<file path="config.mk">
export PLATFORM = sky130hd
export DESIGN_NAME = fsi_store_convert
export DESIGN_NICKNAME = d
export VERILOG_FILES = /design/src/fsi_pkg.sv /design/src/fsi_store_convert.sv
export SDC_FILE = /design/constraint.sdc
export NUM_CORES = 1
export LEC_CHECK = 0
export BUFFER_PORTS_ARGS = -buffer_cell sky130_fd_sc_hd__buf_2
export CAP_MARGIN = 0
export CORE_AREA = 2 2 235 261
export CTS_BUF_LIST = sky130_fd_sc_hd__clkbuf_2
export CTS_CLUSTER_DIAMETER = 30
export DETAILED_ROUTE_END_ITERATION = 10
export DIE_AREA = 0 0 237 263
export GPL_TIMING_DRIVEN = 0
export HOLD_SLACK_MARGIN = 0.1
export PLACE_DENSITY_LB_ADDON = 0.3
export SYNTH_ARGS = -nofsm -noshare
export SYNTH_HDL_FRONTEND = slang
export SYNTH_SLANG_ARGS = --single-unit
</file>
<file path="constraint.sdc">
create_clock -name clk_i -period 29.7 [get_ports clk_i]
set_input_delay 2.97 -clock clk_i [delete_from_list [all_inputs] [get_ports clk_i]]
set_output_delay 2.97 -clock clk_i [all_outputs]
set_load 0.02 [all_outputs]
</file>
<file path="src/fsi_pkg.sv">
// Package of constants and types for the float to integer store converter.
package fsi_pkg;

  // Register map, byte addresses.
  localparam logic [7:0] FSI_ADDR_CTRL   = 8'h00;
  localparam logic [7:0] FSI_ADDR_STATUS = 8'h04;
  localparam logic [7:0] FSI_ADDR_MASK   = 8'h08;

  // Control register fields.
  localparam int FSI_CTRL_RMODE_LSB = 0;
  localparam int FSI_CTRL_IMASK_BIT = 2;

  // Status and mask register fields.
  localparam int FSI_STS_INV  = 0;
  localparam int FSI_STS_PREC = 1;
  localparam int FSI_STS_DONE = 2;
  localparam int FSI_STS_W    = 3;

  // Reset values.
  localparam logic [1:0]         FSI_RST_RMODE = 2'h0;
  localparam logic               FSI_RST_IMASK = 1'b1;
  localparam logic [FSI_STS_W-1:0] FSI_RST_MASK = 3'h0;

  // Extended precision operand layout.
  localparam int              FSI_OP_W     = 80;
  localparam int              FSI_SIGN_BIT = 79;
  localparam int              FSI_EXP_MSB  = 78;
  localparam int              FSI_EXP_LSB  = 64;
  localparam logic [14:0]     FSI_EXP_BIAS = 15'h3FFF;
  localparam logic [14:0]     FSI_EXP_BIG  = 15'h403F;
  localparam logic [14:0]     FSI_EXP_TINY = 15'h3FBF;
  localparam logic [14:0]     FSI_SH_BASE  = 15'h403E;

  // Integer indefinite patterns for each target width.
  localparam logic [63:0] FSI_INDEF16 = 64'h0000_0000_0000_8000;
  localparam logic [63:0] FSI_INDEF32 = 64'h0000_0000_8000_0000;
  localparam logic [63:0] FSI_INDEF64 = 64'h8000_0000_0000_0000;

  // Largest positive magnitude for each target width.
  localparam logic [64:0] FSI_MAX16 = 65'h0_0000_0000_0000_7FFF;
  localparam logic [64:0] FSI_MAX32 = 65'h0_0000_0000_7FFF_FFFF;
  localparam logic [64:0] FSI_MAX64 = 65'h0_7FFF_FFFF_FFFF_FFFF;

  typedef enum logic [1:0] {
    FSI_SIZE_16 = 2'h0,
    FSI_SIZE_32 = 2'h1,
    FSI_SIZE_64 = 2'h2
  } fsi_size_t;

  typedef enum logic [1:0] {
    FSI_RND_NEAREST = 2'h0,
    FSI_RND_DOWN    = 2'h1,
    FSI_RND_UP      = 2'h2,
    FSI_RND_ZERO    = 2'h3
  } fsi_rnd_t;

endpackage

</file>
<file path="src/fsi_store_convert.sv">
// Float to integer store converter with status, interrupt and register port.
//
// What this block does
// RULE_01 - A masked out-of-range conversion stores the integer indefinite pattern of the width.
// RULE_02 - Any operand that cannot be represented in the chosen width sets the invalid flag.
// RULE_03 - A conversion that is invalid never sets the precision flag.
// RULE_04 - Range detection depends on the rounding mode, since the rounded value is checked.
// RULE_05 - Targets of 16, 32 and 64 bits are supported and range is checked for the chosen one.
// RULE_06 - Negative operands below the most negative integer, however far, are detected.
// RULE_07 - The store-and-pop variant pops the operand once the masked store has been issued.
// RULE_08 - In the masked case the invalid status bit is set as well.
// RULE_09 - When unmasked, nothing is stored and the operand is neither altered nor popped.
// RULE_10 - When unmasked, the invalid flag is set and the numeric exception handler is entered.
// RULE_11 - The range check uses the rounded integer value.
//
// The implementer's own choices: the placing of the registers and strobed register access.
`timescale 1ns/100ps
`default_nettype none

module fsi_store_convert (
  input  wire logic                  clk_i,
  input  wire logic                  rst_n_i,
  input  wire logic                  cvt_valid_i,
  input  wire logic [79:0]           cvt_operand_i,
  input  wire fsi_pkg::fsi_size_t    cvt_size_i,
  input  wire logic                  cvt_pop_i,
  output logic                       store_valid_o,
  output logic [63:0]                store_data_o,
  output fsi_pkg::fsi_size_t         store_size_o,
  output logic                       pop_o,
  output logic                       fault_o,
  input  wire logic [7:0]            reg_addr_i,
  input  wire logic [31:0]           reg_wdata_i,
  input  wire logic                  reg_wr_i,
  input  wire logic                  reg_rd_i,
  output logic [31:0]                reg_rdata_o,
  output logic                       irq_o
);
  import fsi_pkg::*;

  typedef struct packed {
    logic [1:0]           rmode;
    logic                 imask;
    logic [FSI_STS_W-1:0] irq_mask;
    logic [FSI_STS_W-1:0] sts;
    logic [31:0]          rdata;
    logic                 st_vld;
    logic [63:0]          st_data;
    fsi_size_t            st_size;
    logic                 pop;
    logic                 fault;
    logic                 last_inv;
    logic                 last_prec;
  } fsi_state_t;

  fsi_state_t st_r;
  fsi_state_t st_nxt;

  function automatic logic [64:0] fsi_limit(input fsi_size_t sz);
    unique case (sz)
      FSI_SIZE_16: fsi_limit = FSI_MAX16;
      FSI_SIZE_32: fsi_limit = FSI_MAX32;
      default:     fsi_limit = FSI_MAX64;
    endcase
  endfunction

  function automatic logic [63:0] fsi_indef(input fsi_size_t sz);
    unique case (sz)
      FSI_SIZE_16: fsi_indef = FSI_INDEF16;
      FSI_SIZE_32: fsi_indef = FSI_INDEF32;
      default:     fsi_indef = FSI_INDEF64;
    endcase
  endfunction

  function automatic logic [63:0] fsi_trim(input fsi_size_t sz, input logic [63:0] v);
    unique case (sz)
      FSI_SIZE_16: fsi_trim = {48'h0, v[15:0]};
      FSI_SIZE_32: fsi_trim = {32'h0, v[31:0]};
      default:     fsi_trim = v;
    endcase
  endfunction

  ////////////////////////////////////////////////////////////////////////////////
  // Conversion datapath.

  logic          op_sign;
  logic [14:0]   op_exp;
  logic [63:0]   op_mant;
  logic          exp_big;
  logic          exp_tiny;
  logic [14:0]   sh_full;
  logic [127:0]  shifted;
  logic [63:0]   mag;
  logic          guard;
  logic          sticky;
  logic          lsb_inc;
  logic [64:0]   rounded;
  logic [64:0]   lim;
  logic          ovf;
  logic          inexact;
  logic [63:0]   signed_res;

  assign op_sign  = cvt_operand_i[FSI_SIGN_BIT];
  assign op_exp   = cvt_operand_i[FSI_EXP_MSB:FSI_EXP_LSB];
  assign op_mant  = cvt_operand_i[63:0];
  assign exp_big  = (op_exp >= FSI_EXP_BIG);
  assign exp_tiny = (op_exp < FSI_EXP_TINY);
  assign sh_full  = FSI_SH_BASE - op_exp;
  assign shifted  = {op_mant, 64'h0} >> sh_full[6:0];

  always_comb begin
    if (exp_tiny || exp_big) begin
      mag    = 64'h0;
      guard  = 1'b0;
      sticky = |op_mant;
    end else begin
      mag    = shifted[127:64];
      guard  = shifted[63];
      sticky = |shifted[62:0];
    end
  end

  // Increment decision per rounding mode; range logic below checks the rounded value, so it follows the mode. RULE_04
  always_comb begin
    unique case (fsi_rnd_t'(st_r.rmode))
      FSI_RND_NEAREST: lsb_inc = guard & (sticky | mag[0]);
      FSI_RND_DOWN:    lsb_inc = (guard | sticky) & op_sign;
      FSI_RND_UP:      lsb_inc = (guard | sticky) & ~op_sign;
      FSI_RND_ZERO:    lsb_inc = 1'b0;
    endcase
  end

  assign rounded = {1'b0, mag} + {64'h0, lsb_inc}; // RULE_11
  assign lim     = fsi_limit(cvt_size_i); // RULE_05
  // Negative side allows one more than the positive limit; anything further out, however far, is flagged. RULE_06
  assign ovf     = exp_big | (op_sign ? (rounded > (lim + 65'h1)) : (rounded > lim)); // RULE_02
  assign inexact = (guard | sticky) & ~ovf; // RULE_03
  assign signed_res = op_sign ? (~rounded[63:0] + 64'h1) : rounded[63:0];

  ////////////////////////////////////////////////////////////////////////////////
  // Next state.

  logic [FSI_STS_W-1:0] evt;

  always_comb begin
    st_nxt        = st_r;
    st_nxt.rdata  = 32'h0;
    st_nxt.st_vld = 1'b0;
    st_nxt.pop    = 1'b0;
    st_nxt.fault  = 1'b0;
    evt           = '0;
    if (cvt_valid_i) begin
      st_nxt.last_inv  = ovf;
      st_nxt.last_prec = inexact;
      st_nxt.st_size   = cvt_size_i;
      evt[FSI_STS_INV]  = ovf; // RULE_08
      evt[FSI_STS_PREC] = inexact;
      evt[FSI_STS_DONE] = 1'b1;
      if (!ovf) begin
        st_nxt.st_vld  = 1'b1;
        st_nxt.st_data = fsi_trim(cvt_size_i, signed_res);
        st_nxt.pop     = cvt_pop_i;
      end else if (st_r.imask) begin
        st_nxt.st_vld  = 1'b1;
        st_nxt.st_data = fsi_indef(cvt_size_i); // RULE_01
        st_nxt.pop     = cvt_pop_i; // RULE_07
      end else begin
        st_nxt.fault   = 1'b1; // RULE_09 RULE_10
      end
    end
    if (reg_wr_i) begin
      unique case (reg_addr_i)
        FSI_ADDR_CTRL: begin
          st_nxt.rmode = reg_wdata_i[FSI_CTRL_RMODE_LSB +: 2];
          st_nxt.imask = reg_wdata_i[FSI_CTRL_IMASK_BIT];
        end
        FSI_ADDR_MASK: st_nxt.irq_mask = reg_wdata_i[FSI_STS_W-1:0];
        default: ;
      endcase
    end
    if (reg_rd_i) begin
      unique case (reg_addr_i)
        FSI_ADDR_CTRL:   st_nxt.rdata = {29'h0, st_r.imask, st_r.rmode};
        FSI_ADDR_STATUS: begin
          st_nxt.rdata = {29'h0, st_r.sts};
          st_nxt.sts   = '0;
        end
        FSI_ADDR_MASK:   st_nxt.rdata = {29'h0, st_r.irq_mask};
        default:         st_nxt.rdata = 32'h0;
      endcase
    end
    st_nxt.sts = st_nxt.sts | evt;
  end

  always_ff @(posedge clk_i) begin
    if (!rst_n_i) begin
      st_r          <= '0;
      st_r.rmode    <= FSI_RST_RMODE;
      st_r.imask    <= FSI_RST_IMASK;
      st_r.irq_mask <= FSI_RST_MASK;
    end else begin
      st_r <= st_nxt;
    end
  end

  assign store_valid_o = st_r.st_vld;
  assign store_data_o  = st_r.st_data;
  assign store_size_o  = st_r.st_size;
  assign pop_o         = st_r.pop;
  assign fault_o       = st_r.fault;
  assign reg_rdata_o   = st_r.rdata;
  assign irq_o         = |(st_r.sts & st_r.irq_mask);

  ////////////////////////////////////////////////////////////////////////////////
  // Assertions.

  property p_indef;
    @(posedge clk_i) disable iff (!rst_n_i)
      store_valid_o && st_r.last_inv |-> store_data_o == fsi_indef(store_size_o);
  endproperty
  a_indef: assert property (p_indef) else $error("Masked overflow did not store indefinite."); // RULE_01

  property p_nan_inv;
    @(posedge clk_i) disable iff (!rst_n_i)
      cvt_valid_i && (cvt_operand_i[78:64] == 15'h7FFF) |=> st_r.last_inv && st_r.sts[FSI_STS_INV];
  endproperty
  a_nan_inv: assert property (p_nan_inv) else $error("Huge operand not flagged invalid."); // RULE_02

  property p_no_prec;
    @(posedge clk_i) disable iff (!rst_n_i)
      st_r.last_inv |-> !st_r.last_prec;
  endproperty
  a_no_prec: assert property (p_no_prec) else $error("Precision set on invalid conversion."); // RULE_03

  property p_any_mode;
    @(posedge clk_i) disable iff (!rst_n_i)
      cvt_valid_i && cvt_operand_i[79] && (cvt_operand_i[78:64] == 15'h4020)
        && (cvt_size_i != FSI_SIZE_64) |=> st_r.last_inv;
  endproperty
  a_any_mode: assert property (p_any_mode) else $error("Mode suppressed overflow."); // RULE_04

  property p_size;
    @(posedge clk_i) disable iff (!rst_n_i)
      cvt_valid_i |=> store_size_o == $past(cvt_size_i);
  endproperty
  a_size: assert property (p_size) else $error("Store width does not match request."); // RULE_05

  property p_far_neg;
    @(posedge clk_i) disable iff (!rst_n_i)
      cvt_valid_i && cvt_operand_i[79] && (cvt_operand_i[78:64] >= FSI_EXP_BIG) |=> fault_o
        || (store_valid_o && st_r.last_inv);
  endproperty
  a_far_neg: assert property (p_far_neg) else $error("Far negative operand not detected."); // RULE_06

  property p_pop;
    @(posedge clk_i) disable iff (!rst_n_i)
      pop_o |-> store_valid_o && !fault_o;
  endproperty
  a_pop: assert property (p_pop) else $error("Pop without a store."); // RULE_07

  property p_masked_flag;
    @(posedge clk_i) disable iff (!rst_n_i)
      store_valid_o && st_r.last_inv |-> st_r.sts[FSI_STS_INV] && $past(st_r.imask);
  endproperty
  a_masked_flag: assert property (p_masked_flag) else $error("Masked overflow left flag clear."); // RULE_08

  property p_unmasked;
    @(posedge clk_i) disable iff (!rst_n_i)
      fault_o |-> !store_valid_o && !pop_o && !$past(st_r.imask);
  endproperty
  a_unmasked: assert property (p_unmasked) else $error("Unmasked overflow stored or popped."); // RULE_09

  property p_fault_flag;
    @(posedge clk_i) disable iff (!rst_n_i)
      fault_o |-> st_r.sts[FSI_STS_INV] && st_r.last_inv;
  endproperty
  a_fault_flag: assert property (p_fault_flag) else $error("Handler entered without flag."); // RULE_10

  property p_rounded_in;
    @(posedge clk_i) disable iff (!rst_n_i)
      cvt_valid_i && (cvt_size_i == FSI_SIZE_16) && (cvt_operand_i == 80'h400D_FFFE_0000_0000_0000)
        |=> store_valid_o && !st_r.last_inv && (store_data_o == 64'h0000_0000_0000_7FFF);
  endproperty
  a_rounded_in: assert property (p_rounded_in) else $error("Edge value stored wrongly."); // RULE_11

  property p_one_answer;
    @(posedge clk_i) disable iff (!rst_n_i)
      cvt_valid_i |=> store_valid_o != fault_o;
  endproperty
  a_one_answer: assert property (p_one_answer) // RULE_09
    else $error("Request answered by neither or both paths.");

  property p_big_no_prec;
    @(posedge clk_i) disable iff (!rst_n_i)
      cvt_valid_i && (cvt_operand_i[78:64] >= FSI_EXP_BIG) |=> st_r.last_inv && !st_r.last_prec;
  endproperty
  a_big_no_prec: assert property (p_big_no_prec) // RULE_03
    else $error("Big operand set precision.");

  property p_pos_16;
    @(posedge clk_i) disable iff (!rst_n_i)
      cvt_valid_i && !cvt_operand_i[79] && (cvt_size_i == FSI_SIZE_16)
        && (cvt_operand_i[78:64] == 15'h400E) |=> st_r.last_inv;
  endproperty
  a_pos_16: assert property (p_pos_16) // RULE_05
    else $error("Positive overflow of short target missed.");

  c_masked: cover property (@(posedge clk_i) disable iff (!rst_n_i) store_valid_o && st_r.last_inv);
  c_fault:  cover property (@(posedge clk_i) disable iff (!rst_n_i) fault_o);
  c_pop:    cover property (@(posedge clk_i) disable iff (!rst_n_i) pop_o && !st_r.last_inv);
  c_irq:    cover property (@(posedge clk_i) disable iff (!rst_n_i) irq_o);
  c_prec:   cover property (@(posedge clk_i) disable iff (!rst_n_i) st_r.last_prec);

endmodule

`default_nettype wire

</file>
### Word level (Yosys, flattened, before mapping)

Cells that the tools add are included.

* flip-flop bits (word level): 110
* input port bits: 128
* output and inout port bits: 102
* word-level logic and storage cells: 69

* add/sub/neg operators: 4
* $lt $le $gt $ge: 4
* equal/unequal tests: 7
* shifts and indexed selects: 1
* multiplexer cells: 18
* bitwise gates (word level): 12
* reduce and logical (&&, ||, !) cells: 13

Operator list (number)
* case mux 64 bit (2 select lines): 2
* > comparator 65 bit: 2
* two-way mux 65 bit: 2
* two-way mux 64 bit: 2
* >> shifter 128 x 7 -> 128 bit: 1
* case mux 63 bit (2 select lines): 1
* adder 64 x 1 -> 65 bit: 1
* adder 65 x 1 -> 65 bit (second input constant): 1
* adder 64 x 1 -> 64 bit (second input constant): 1
* inverter 64 bit: 1
* OR reduction 64 bit: 1
* OR reduction 63 bit: 1
* two-way mux 35 bit: 1
* greater-or-equal comparator 15 bit (second input constant): 1
* < comparator 15 x 14 -> 1 bit (second input constant): 1
* AND reduction 2 bit: 5
* case mux 3 bit (3 select lines): 1
* == test 8 x 3 -> 1 bit (second input constant): 1
* == test 8 x 4 -> 1 bit (second input constant): 1
* zero test 8 bit: 1
* subtractor 6 x 7 -> 7 bit (first input constant): 1
* two-way mux 1 bit: 6
* two-way mux 3 bit: 2
* AND 1 bit: 4
* 12 further kinds: 18

### Logic depth before layout (Yosys ltp)

Gate-level depths: netlist (run 1).

* word-level depth: 15
* depth in mapped cells: 47
* gate-level depth less buffers: 41

### Worst setup path before layout (run 1)

Ideal clock, no wire load.

* path type: input to register
* from: in cvt_operand_i[64]
* to: reg st_r (netlist bit store_data_o[21])
* setup time: 0.070 ns
* arrival: 11.410 ns
* data required time: 29.630 ns
* slack: 18.220 ns
* stages: 45
* path buffers: 8
* path through: buf_2 -> nand3_2 -> xnor2_2 -> buf_2 -> buf_2 -> buf_2 -> buf_2 -> clkbuf_1 -> buf_1 -> mux2i_1 -> a21oi_1 -> a21oi_1 -> nor4_1 -> a41oi_1 -> nor3_1 -> o21ai_0 -> o41ai_1 -> a31o_2 -> (+9 left out) -> ha_1 -> a21o_1 -> a21o_1 -> a21oi_1 -> nor2b_1 -> o21ai_0 -> nand2b_1 -> a21oi_1 -> nor2b_1 -> maj3_1 -> nor4_1 -> a221o_1 -> a221oi_1 -> o211ai_1 -> a21oi_1 -> nand4_1 -> clkbuf_1 -> o2bb2ai_1

* cells in the longest elaborated chain, start to end: 13
* elaborated cells on any way between the ends: 27
* classes of those cells: add/sub: 3; order compare: 4; eq/ne: 1; shift: 1; mux: 8; bitwise: 7; reduce/logical: 3

Ends and longest elaborated chain
* start, declared: line fsi_store_convert.sv:24 `input wire logic [79:0] cvt_operand_i,`
* subtractor 6 x 7 -> 7 bit: line fsi_store_convert.sv:108 `assign sh_full = FSI_SH_BASE - op_exp;`
* >> shifter 128 x 7 -> 128 bit: line fsi_store_convert.sv:109 `assign shifted = {op_mant, 64'h0} >> sh_full[6:0];`
* OR reduction 63 bit: line fsi_store_convert.sv:119 `sticky = |shifted[62:0];`
* two-way mux 1 bit: line fsi_store_convert.sv:112 `if (exp_tiny || exp_big) begin`
* OR 1 bit, on equally long branches: line fsi_store_convert.sv:127, fsi_store_convert.sv:128, fsi_store_convert.sv:126
* AND 1 bit, on equally long branches: line fsi_store_convert.sv:128, fsi_store_convert.sv:126, fsi_store_convert.sv:127
* case mux 1 bit (4 select lines): line fsi_store_convert.sv:125 `unique case (fsi_rnd_t'(st_r.rmode))`
* adder 64 x 1 -> 65 bit: line fsi_store_convert.sv:133 `assign rounded = {1'b0, mag} + {64'h0, lsb_inc};`
* inverter 64 bit / > comparator 65 bit (equally long branches): line fsi_store_convert.sv:138, fsi_store_convert.sv:136
* adder 64 x 1 -> 64 bit / two-way mux 1 bit (equally long branches): line fsi_store_convert.sv:138, fsi_store_convert.sv:136
* two-way mux 64 bit / OR 1 bit (equally long branches): line fsi_store_convert.sv:138, fsi_store_convert.sv:136
* case mux 64 bit (2 select lines) / != test 2 bit (equally long branches)
* two-way mux 65 bit / AND reduction 2 bit (equally long branches)
* end signal, assigned: line fsi_store_convert.sv:202 `st_r <= st_nxt;`
* end, declared: line fsi_store_convert.sv:56 `fsi_state_t st_r;`

Several ways; a longest one is shown, not always the timed one.
A chain may end at the register's enable or synchronous reset.

### Worst setup path in the final report (run 1)

* from: in cvt_operand_i[65]
* to: reg st_r (netlist bit store_data_o[37])

Same word-level chain as after synthesis.

==> impl_metrics.toml, run 1 <==
[run_status]
outcome = "finished clean"

[setup_path]
worstReg2RegStart = "st_r[110]"
slowest_stage = "xnor2_1"
cp-start-kind = "input port"
max_stage_delay_ns = 0.92
required_ns = 30.20
crit_start = "cvt_operand_i[65]"
cp-end-kind = "flip-flop"
critPathKind = "input port to flip-flop"
cp_data_arrival_time_ns = 16.32
critPathMaxFanout = 10

[floorplanning]
core_area_um2 = 59400
start_util = 0.279
die_w_um = 237
die_h_um = 263
die_area_um2 = 62300
io_pins = 230
row_count = 94

[sta]
finalHoldViolations = 0
relSlewSlack = 0.0891
timing.final.crit_share = 0.533
skew_ns = 0.0347
tightest_slew_ns = 1.35
finalCriticalPeriod_ns = 15.82
rsz0062_at_grt = "false"
maxSlewViolCount = 0
clock.fmax_mhz = 63.2
tns_ns = 0
setup_violations = 0

[clock_network]
clk-insertion-delay-late_ns = 0.59
hold_buffers = 0
max-clock-path-buffers = 2
clk_pin_slew_ns = 0.19
clock-sinks = 81
tritoncts = "done"
cts-buffers-inserted = 9
post_cts_buffers = 0
htreeDepth = 3
post_cts_resized = 0
cts_root_buf = "clkbuf_2"

[synth]
synth_edf_count = 0
synth_cells = 2121
synth_cell_types = 96
netlist_area_um2 = 16600
ys_async_sr_fraction = 0
synth-seq-area-share = 0.0979
yosysTopAreaCell = "dfxtp_1"
yosysWarnings = 0
ys.flop_type = "dfxtp_1"
netlist_top_cells_area = "dfxtp_1, mux4_2, mux2i_1, mux2_2, buf_4"
yosys.area.top_type_share = 0.0979
synth_seq_cells = 81
syn_avg_cell_area_um2 = 7.81

[global_route]
grt_max_degree = 30
grt_pass1_wl_mm = 127
grt_pass1_vias = 18400
gr-total-overflow = 0
grt_antenna_before_repair = 1
track_usage = 0.273

[route]
drt_iter0_drc = 1925
viasPerCell = 6.18
wl_mm = 88.3
vias = 19200
firstDrtPassIters = 6
drc = 0
ant_nets = 0
wire_per_inst_um = 28.4

[cells_and_area]
areaGrowthSynthToFinish_pct = 12.3
final_cell_mix = "buf_2, nand2_1, nor2_1"
fill_cells = 6409
layout-drive-gt1-share = 0.231
multi_input_area_um2 = 13500
nets = 2502
post-route-util = 0.313
regArea_um2 = 1620
mostFrequentLayoutCell = "buf_2"

[pwr]
ir_worst_vdd_mv = 0.0139
powerDensity_nw_per_um2 = 28.4
leakagePower_uw = 0.00723

[placement]
gp_congestion = 1.05
hpwl_mm = 73.5
numPortBuffers = 167

[worst_hold_path]
holdCritStartpoint = "store_data_o[16]"
holdCritPathClass = "flip-flop to flip-flop"

[job]
max-cap-violations = 0
[synth_stat cells (all sizes together) (73+ instances only)]
library cell / count
nor4: 80
buf: 166
nand2: 186
nor3: 80
nand3: 81
o21ai: 82
xnor2: 75
nor2: 141
xor2: 73
dfxtp: 81
mux2i: 110
mux2: 87
[flip-flops by register name (all words and copies together) (netlist names)]
signal	count
st_r	9
pop_o	1
store_data_o	64
store_size_o	2
reg_rdata_o	3
fault_o	1
store_valid_o	1
[routing by layer]
metal	GRT usage	up-vias	part of all wire
li1	-	8561	-
met1	0.337	9241	0.40
met2	0.451	1129	0.46
met3	0.0302	254	0.071
met4	0.172	0	0.073
met5	0	-	0
[per-stage QoR]
step	setup WS (ns)	instance area (um^2)	instances	total power, uW	hold slack [ns]
global route	13.51	18600	3103	544	0.494
detailed placement	13.55	18500	3087	455	0.450
CTS	14.17	18600	3102	515	0.486
floorplan	18.22	16700	2149	323	0.434
finish	13.88	18600	3103	529	0.481
global placement	13.47	18500	3084	456	0.450
[cell type report]
type | count | area share
Antenna cell | 1 | 0.000135
Buffer | 230 | 0.0760
Clock buffer | 10 | 0.00269
Clock inverter | 5 | 0.00309
Inverter | 31 | 0.00626
Multi-Input combinational cell | 1807 | 0.727
Sequential cell | 81 | 0.0872
Tap cell | 768 | 0.0517
Timing Repair Buffer | 170 | 0.0459
[kinds of logic after synthesis]
| group | Yosys count | share of synthesized area |
|---|---|---|
| and+or+nand+nor | 845 | 0.273 |
| muxes | 260 | 0.211 |
| buffers and inverters | 261 | 0.0923 |
| xor gates and xnor gates | 149 | 0.0805 |
| DFF | 81 | 0.0979 |
| adders and majority gates | 49 | 0.0363 |
| other | 1 | 0.000226 |
| AOI/OAI and AO/OA | 475 | 0.208 |
[power by group]
group	internal, uW	leakage (uW)	total, uW	switching (uW)
sequential	110	0.000654	111	0.681
clock	19.0	0.0000600	57.2	38.2
combinational	111	0.00652	361	249
[worst paths after layout]
kind | end | depth (start not counted) | slack, ns
max | store_data_o[37] | 40 | 13.88
min | store_data_o[16] | 1 | 0.48
max reg2reg | store_data_o[37] | 25 | 21.74
min reg2reg | store_data_o[16] | 1 | 0.48
[critical path: cells and delay by family]
| family | cells | cell delay [ns] |
|---|---|---|
| buf+inv | 8 | 3.71 |
| fa+ha+maj | 3 | 0.94 |
| xor+xnor | 2 | 1.29 |
| compound gates | 16 | 3.23 |
| simple gates | 11 | 4.16 |
Power figures use the tool's default switching activity.
==> inputs of run 2 (changes only) <==
--- a/config.mk
+++ b/config.mk
@@ -5,13 +5,14 @@
 export SDC_FILE = /design/constraint.sdc
 export NUM_CORES = 1
 export LEC_CHECK = 0
+export ABC_AREA = 1
 export BUFFER_PORTS_ARGS = -buffer_cell sky130_fd_sc_hd__buf_2
 export CAP_MARGIN = 0
-export CORE_AREA = 2 2 235 261
+export CORE_AREA = 2 2 259 287
 export CTS_BUF_LIST = sky130_fd_sc_hd__clkbuf_2
 export CTS_CLUSTER_DIAMETER = 30
 export DETAILED_ROUTE_END_ITERATION = 10
-export DIE_AREA = 0 0 237 263
+export DIE_AREA = 0 0 261 289
 export GPL_TIMING_DRIVEN = 0
 export HOLD_SLACK_MARGIN = 0.1
 export PLACE_DENSITY_LB_ADDON = 0.3
==> constraint.sdc (replaced) <==
create_clock -name clk_i -period 13.6 [get_ports clk_i]
set_input_delay 1.36 -clock clk_i [delete_from_list [all_inputs] [get_ports clk_i]]
set_output_delay 1.36 -clock clk_i [all_outputs]
set_load 0.02 [all_outputs]
==> run 2 against run 1 <==
Critical path depth increased by 7. First-iteration DRC count up 49%. Hold slack worse by 0.0013 ns. Via count up 37%. Worst setup slack worse by 12 ns. Clock-buffer cell count unchanged. Register-to-register slack worse by 16 ns. Critical endpoint is now store_data_o[50].
==> impl_metrics.toml, run 2 <==
[floorplanning]
die_h_um = 289
die_area_um2 = 75400
start_util = 0.277
io_pins = 230
die_w_um = 261
row_count = 104
core_area_um2 = 72600

[route]
drc = 0
wire_per_inst_um = 22.2
top_layer = "met5"
vias = 26400
wl_met2_mm = 49.6
viasPerCell = 5.32
wl_met1_mm = 44.1
drt_iter0_drc = 2874
ant_nets = 0
wl_mm = 110
dr_wl_met3_mm = 7.67
firstDrtPassIters = 9

[pwr]
p_sw_uw = 742
p_seq_frac = 0.196
swShare = 0.565
combPwrFrac = 0.673
p_int_uw = 572
leakagePower_uw = 0.0111
clock_power_share = 0.131
ir_worst_vdd_mv = 0.0491
power_uw = 1310
powerDensity_nw_per_um2 = 58.5

[sta]
maxSlewViolCount = 0
clock.fmax_mhz = 83.4
finalHoldViolations = 0
timing.final.crit_share = 0.882
tightest_slew_ns = 1.20
relSlewSlack = 0.191
skew_ns = 0.0177
finalCriticalPeriod_ns = 11.99
setup_ws_ns = 1.61
tns_ns = 0
rsz0062_at_grt = "false"
setup_violations = 0

[cells_and_area]
nets = 4168
largest_reg_flops = 64
areaGrowthSynthToFinish_pct = 11.6
final_cell_mix = "nand2_1, nand3_1, nor2_1"
mostFrequentLayoutCell = "nand2_1"
layout-drive-gt1-share = 0.160

[clock_network]
tritoncts = "done"
htreeDepth = 3
cts-buffers-inserted = 9
post_cts_resized = 0
hold_buffers = 0
clk_pin_slew_ns = 0.24
clock-sinks = 81
post_cts_buffers = 0
cts_root_buf = "clkbuf_2"
clk-insertion-delay-late_ns = 0.61
max-clock-path-buffers = 2

[global_route]
grt_pass1_vias = 24500
track_usage = 0.284
grt_pass1_wl_mm = 160
grt_antenna_before_repair = 2
gr-total-overflow = 0
grt_max_degree = 30

[synth]
netlist_top_cells_area = "nand2_1, nand3_1, nor2_1, dfxtp_1, inv_1"
synth_seq_cells = 81
yosysWarnings = 0
synth_cells = 3788
yosysTopAreaCell = "nand2_1"
ys_async_sr_fraction = 0
synth.most_common_cell = "nand2_1"
synthTopCellsByCount = "nand2_1, nand3_1, nor2_1"
netlist_area_um2 = 20100
synth_edf_count = 0
synth_cell_types = 63
ys.flop_type = "dfxtp_1"
syn_avg_cell_area_um2 = 5.31
synth-seq-area-share = 0.0806
yosys.area.top_type_share = 0.196

[setup_path]
cp-start-kind = "input port"
critPathMaxFanout = 10
slowest_stage = "o21ai_0"
max_stage_delay_ns = 0.76
cp_data_arrival_time_ns = 12.56
critPathKind = "input port to flip-flop"
cp-end-kind = "flip-flop"
crit_top_cell = "nand3_1"
required_ns = 14.17

[run_status]
outcome = "finished clean"

[placement]
gp_congestion = 1.07
dp_slack_ns = 1.54
hpwl_mm = 95.4
numPortBuffers = 168

[job]
max-cap-violations = 0

[worst_hold_path]
holdCritPathClass = "flip-flop to flip-flop"
## run 2: logic make-up (layout without fill, tap and decap cells)
family | Yosys count | in the layout | synth area share
flip-flops | 81 | 81 | 0.0806
buffers and inverters | 580 | 765 | 0.147
other | 1 | 30 | 0.000186
adder cells (fa/ha/maj) | 44 | 44 | 0.0274
XOR/XNOR | 119 | 119 | 0.0530
AO/OA/AOI/OAI | 196 | 196 | 0.0584
AND/OR/NAND/NOR | 2767 | 2767 | 0.633
## run 2: power groups by stage
stage	combinational, uW	clock, uW	sequential (uW)
CTS	853	177	258
global route	939	187	259
floorplan	548	0	260
detailed placement	851	0	262
finish	884	172	257
global placement	852	0	262
## run 2: metrics by stage
step | std cells | util | instance area (um^2) | hold WS, ns
after floorplan | 3816 | - | 20200 | 0.439
after global placement | 4938 | 0.306 | 22200 | 0.454
after detailed placement | 4939 | 0.307 | 22300 | 0.458
after CTS | 4955 | 0.309 | 22400 | 0.485
after global routing | 4956 | 0.309 | 22400 | 0.503
final | 4956 | 0.309 | 22400 | 0.480
## run 2: path summary, 6_finish.rpt
kind	start	endpoint	slack, ns	depth (start not counted)
setup / recovery	cvt_operand_i[65]	store_data_o[50]	1.61	47
hold / removal	store_data_o[1]	store_data_o[1]	0.48	2
setup reg to reg	st_r[110]	store_data_o[50]	5.96	32
hold reg to reg	store_data_o[1]	store_data_o[1]	0.48	2
## run 2: cell type report
class / instances / area [um^2]
Clock inverter: 6 / 115
Sequential cell: 81 / 1620
Inverter: 337 / 1270
Fill cell: 8675 / 50200
Buffer: 243 / 1690
Clock buffer: 10 / 50.0
Tap cell: 954 / 1190
Multi-Input combinational cell: 3155 / 15600
Antenna cell: 1 / 2.50
Timing Repair Buffer: 169 / 856
## run 2: critical path: cells and delay by family
kind	cells	cell delay, ns
AND/OR/NAND/NOR	21	3.79
adder cells (fa/ha/maj)	4	1.25
AO/OA/AOI/OAI	11	3.36
buffers and inverters	9	1.86
XOR/XNOR	2	0.90
## run 2: metal layers
layer,GRT usage,vias up
li1,-,12700
met1,0.342,12000
met2,0.473,1256
met3,0.0371,319
met4,0.187,2
met5,0,-
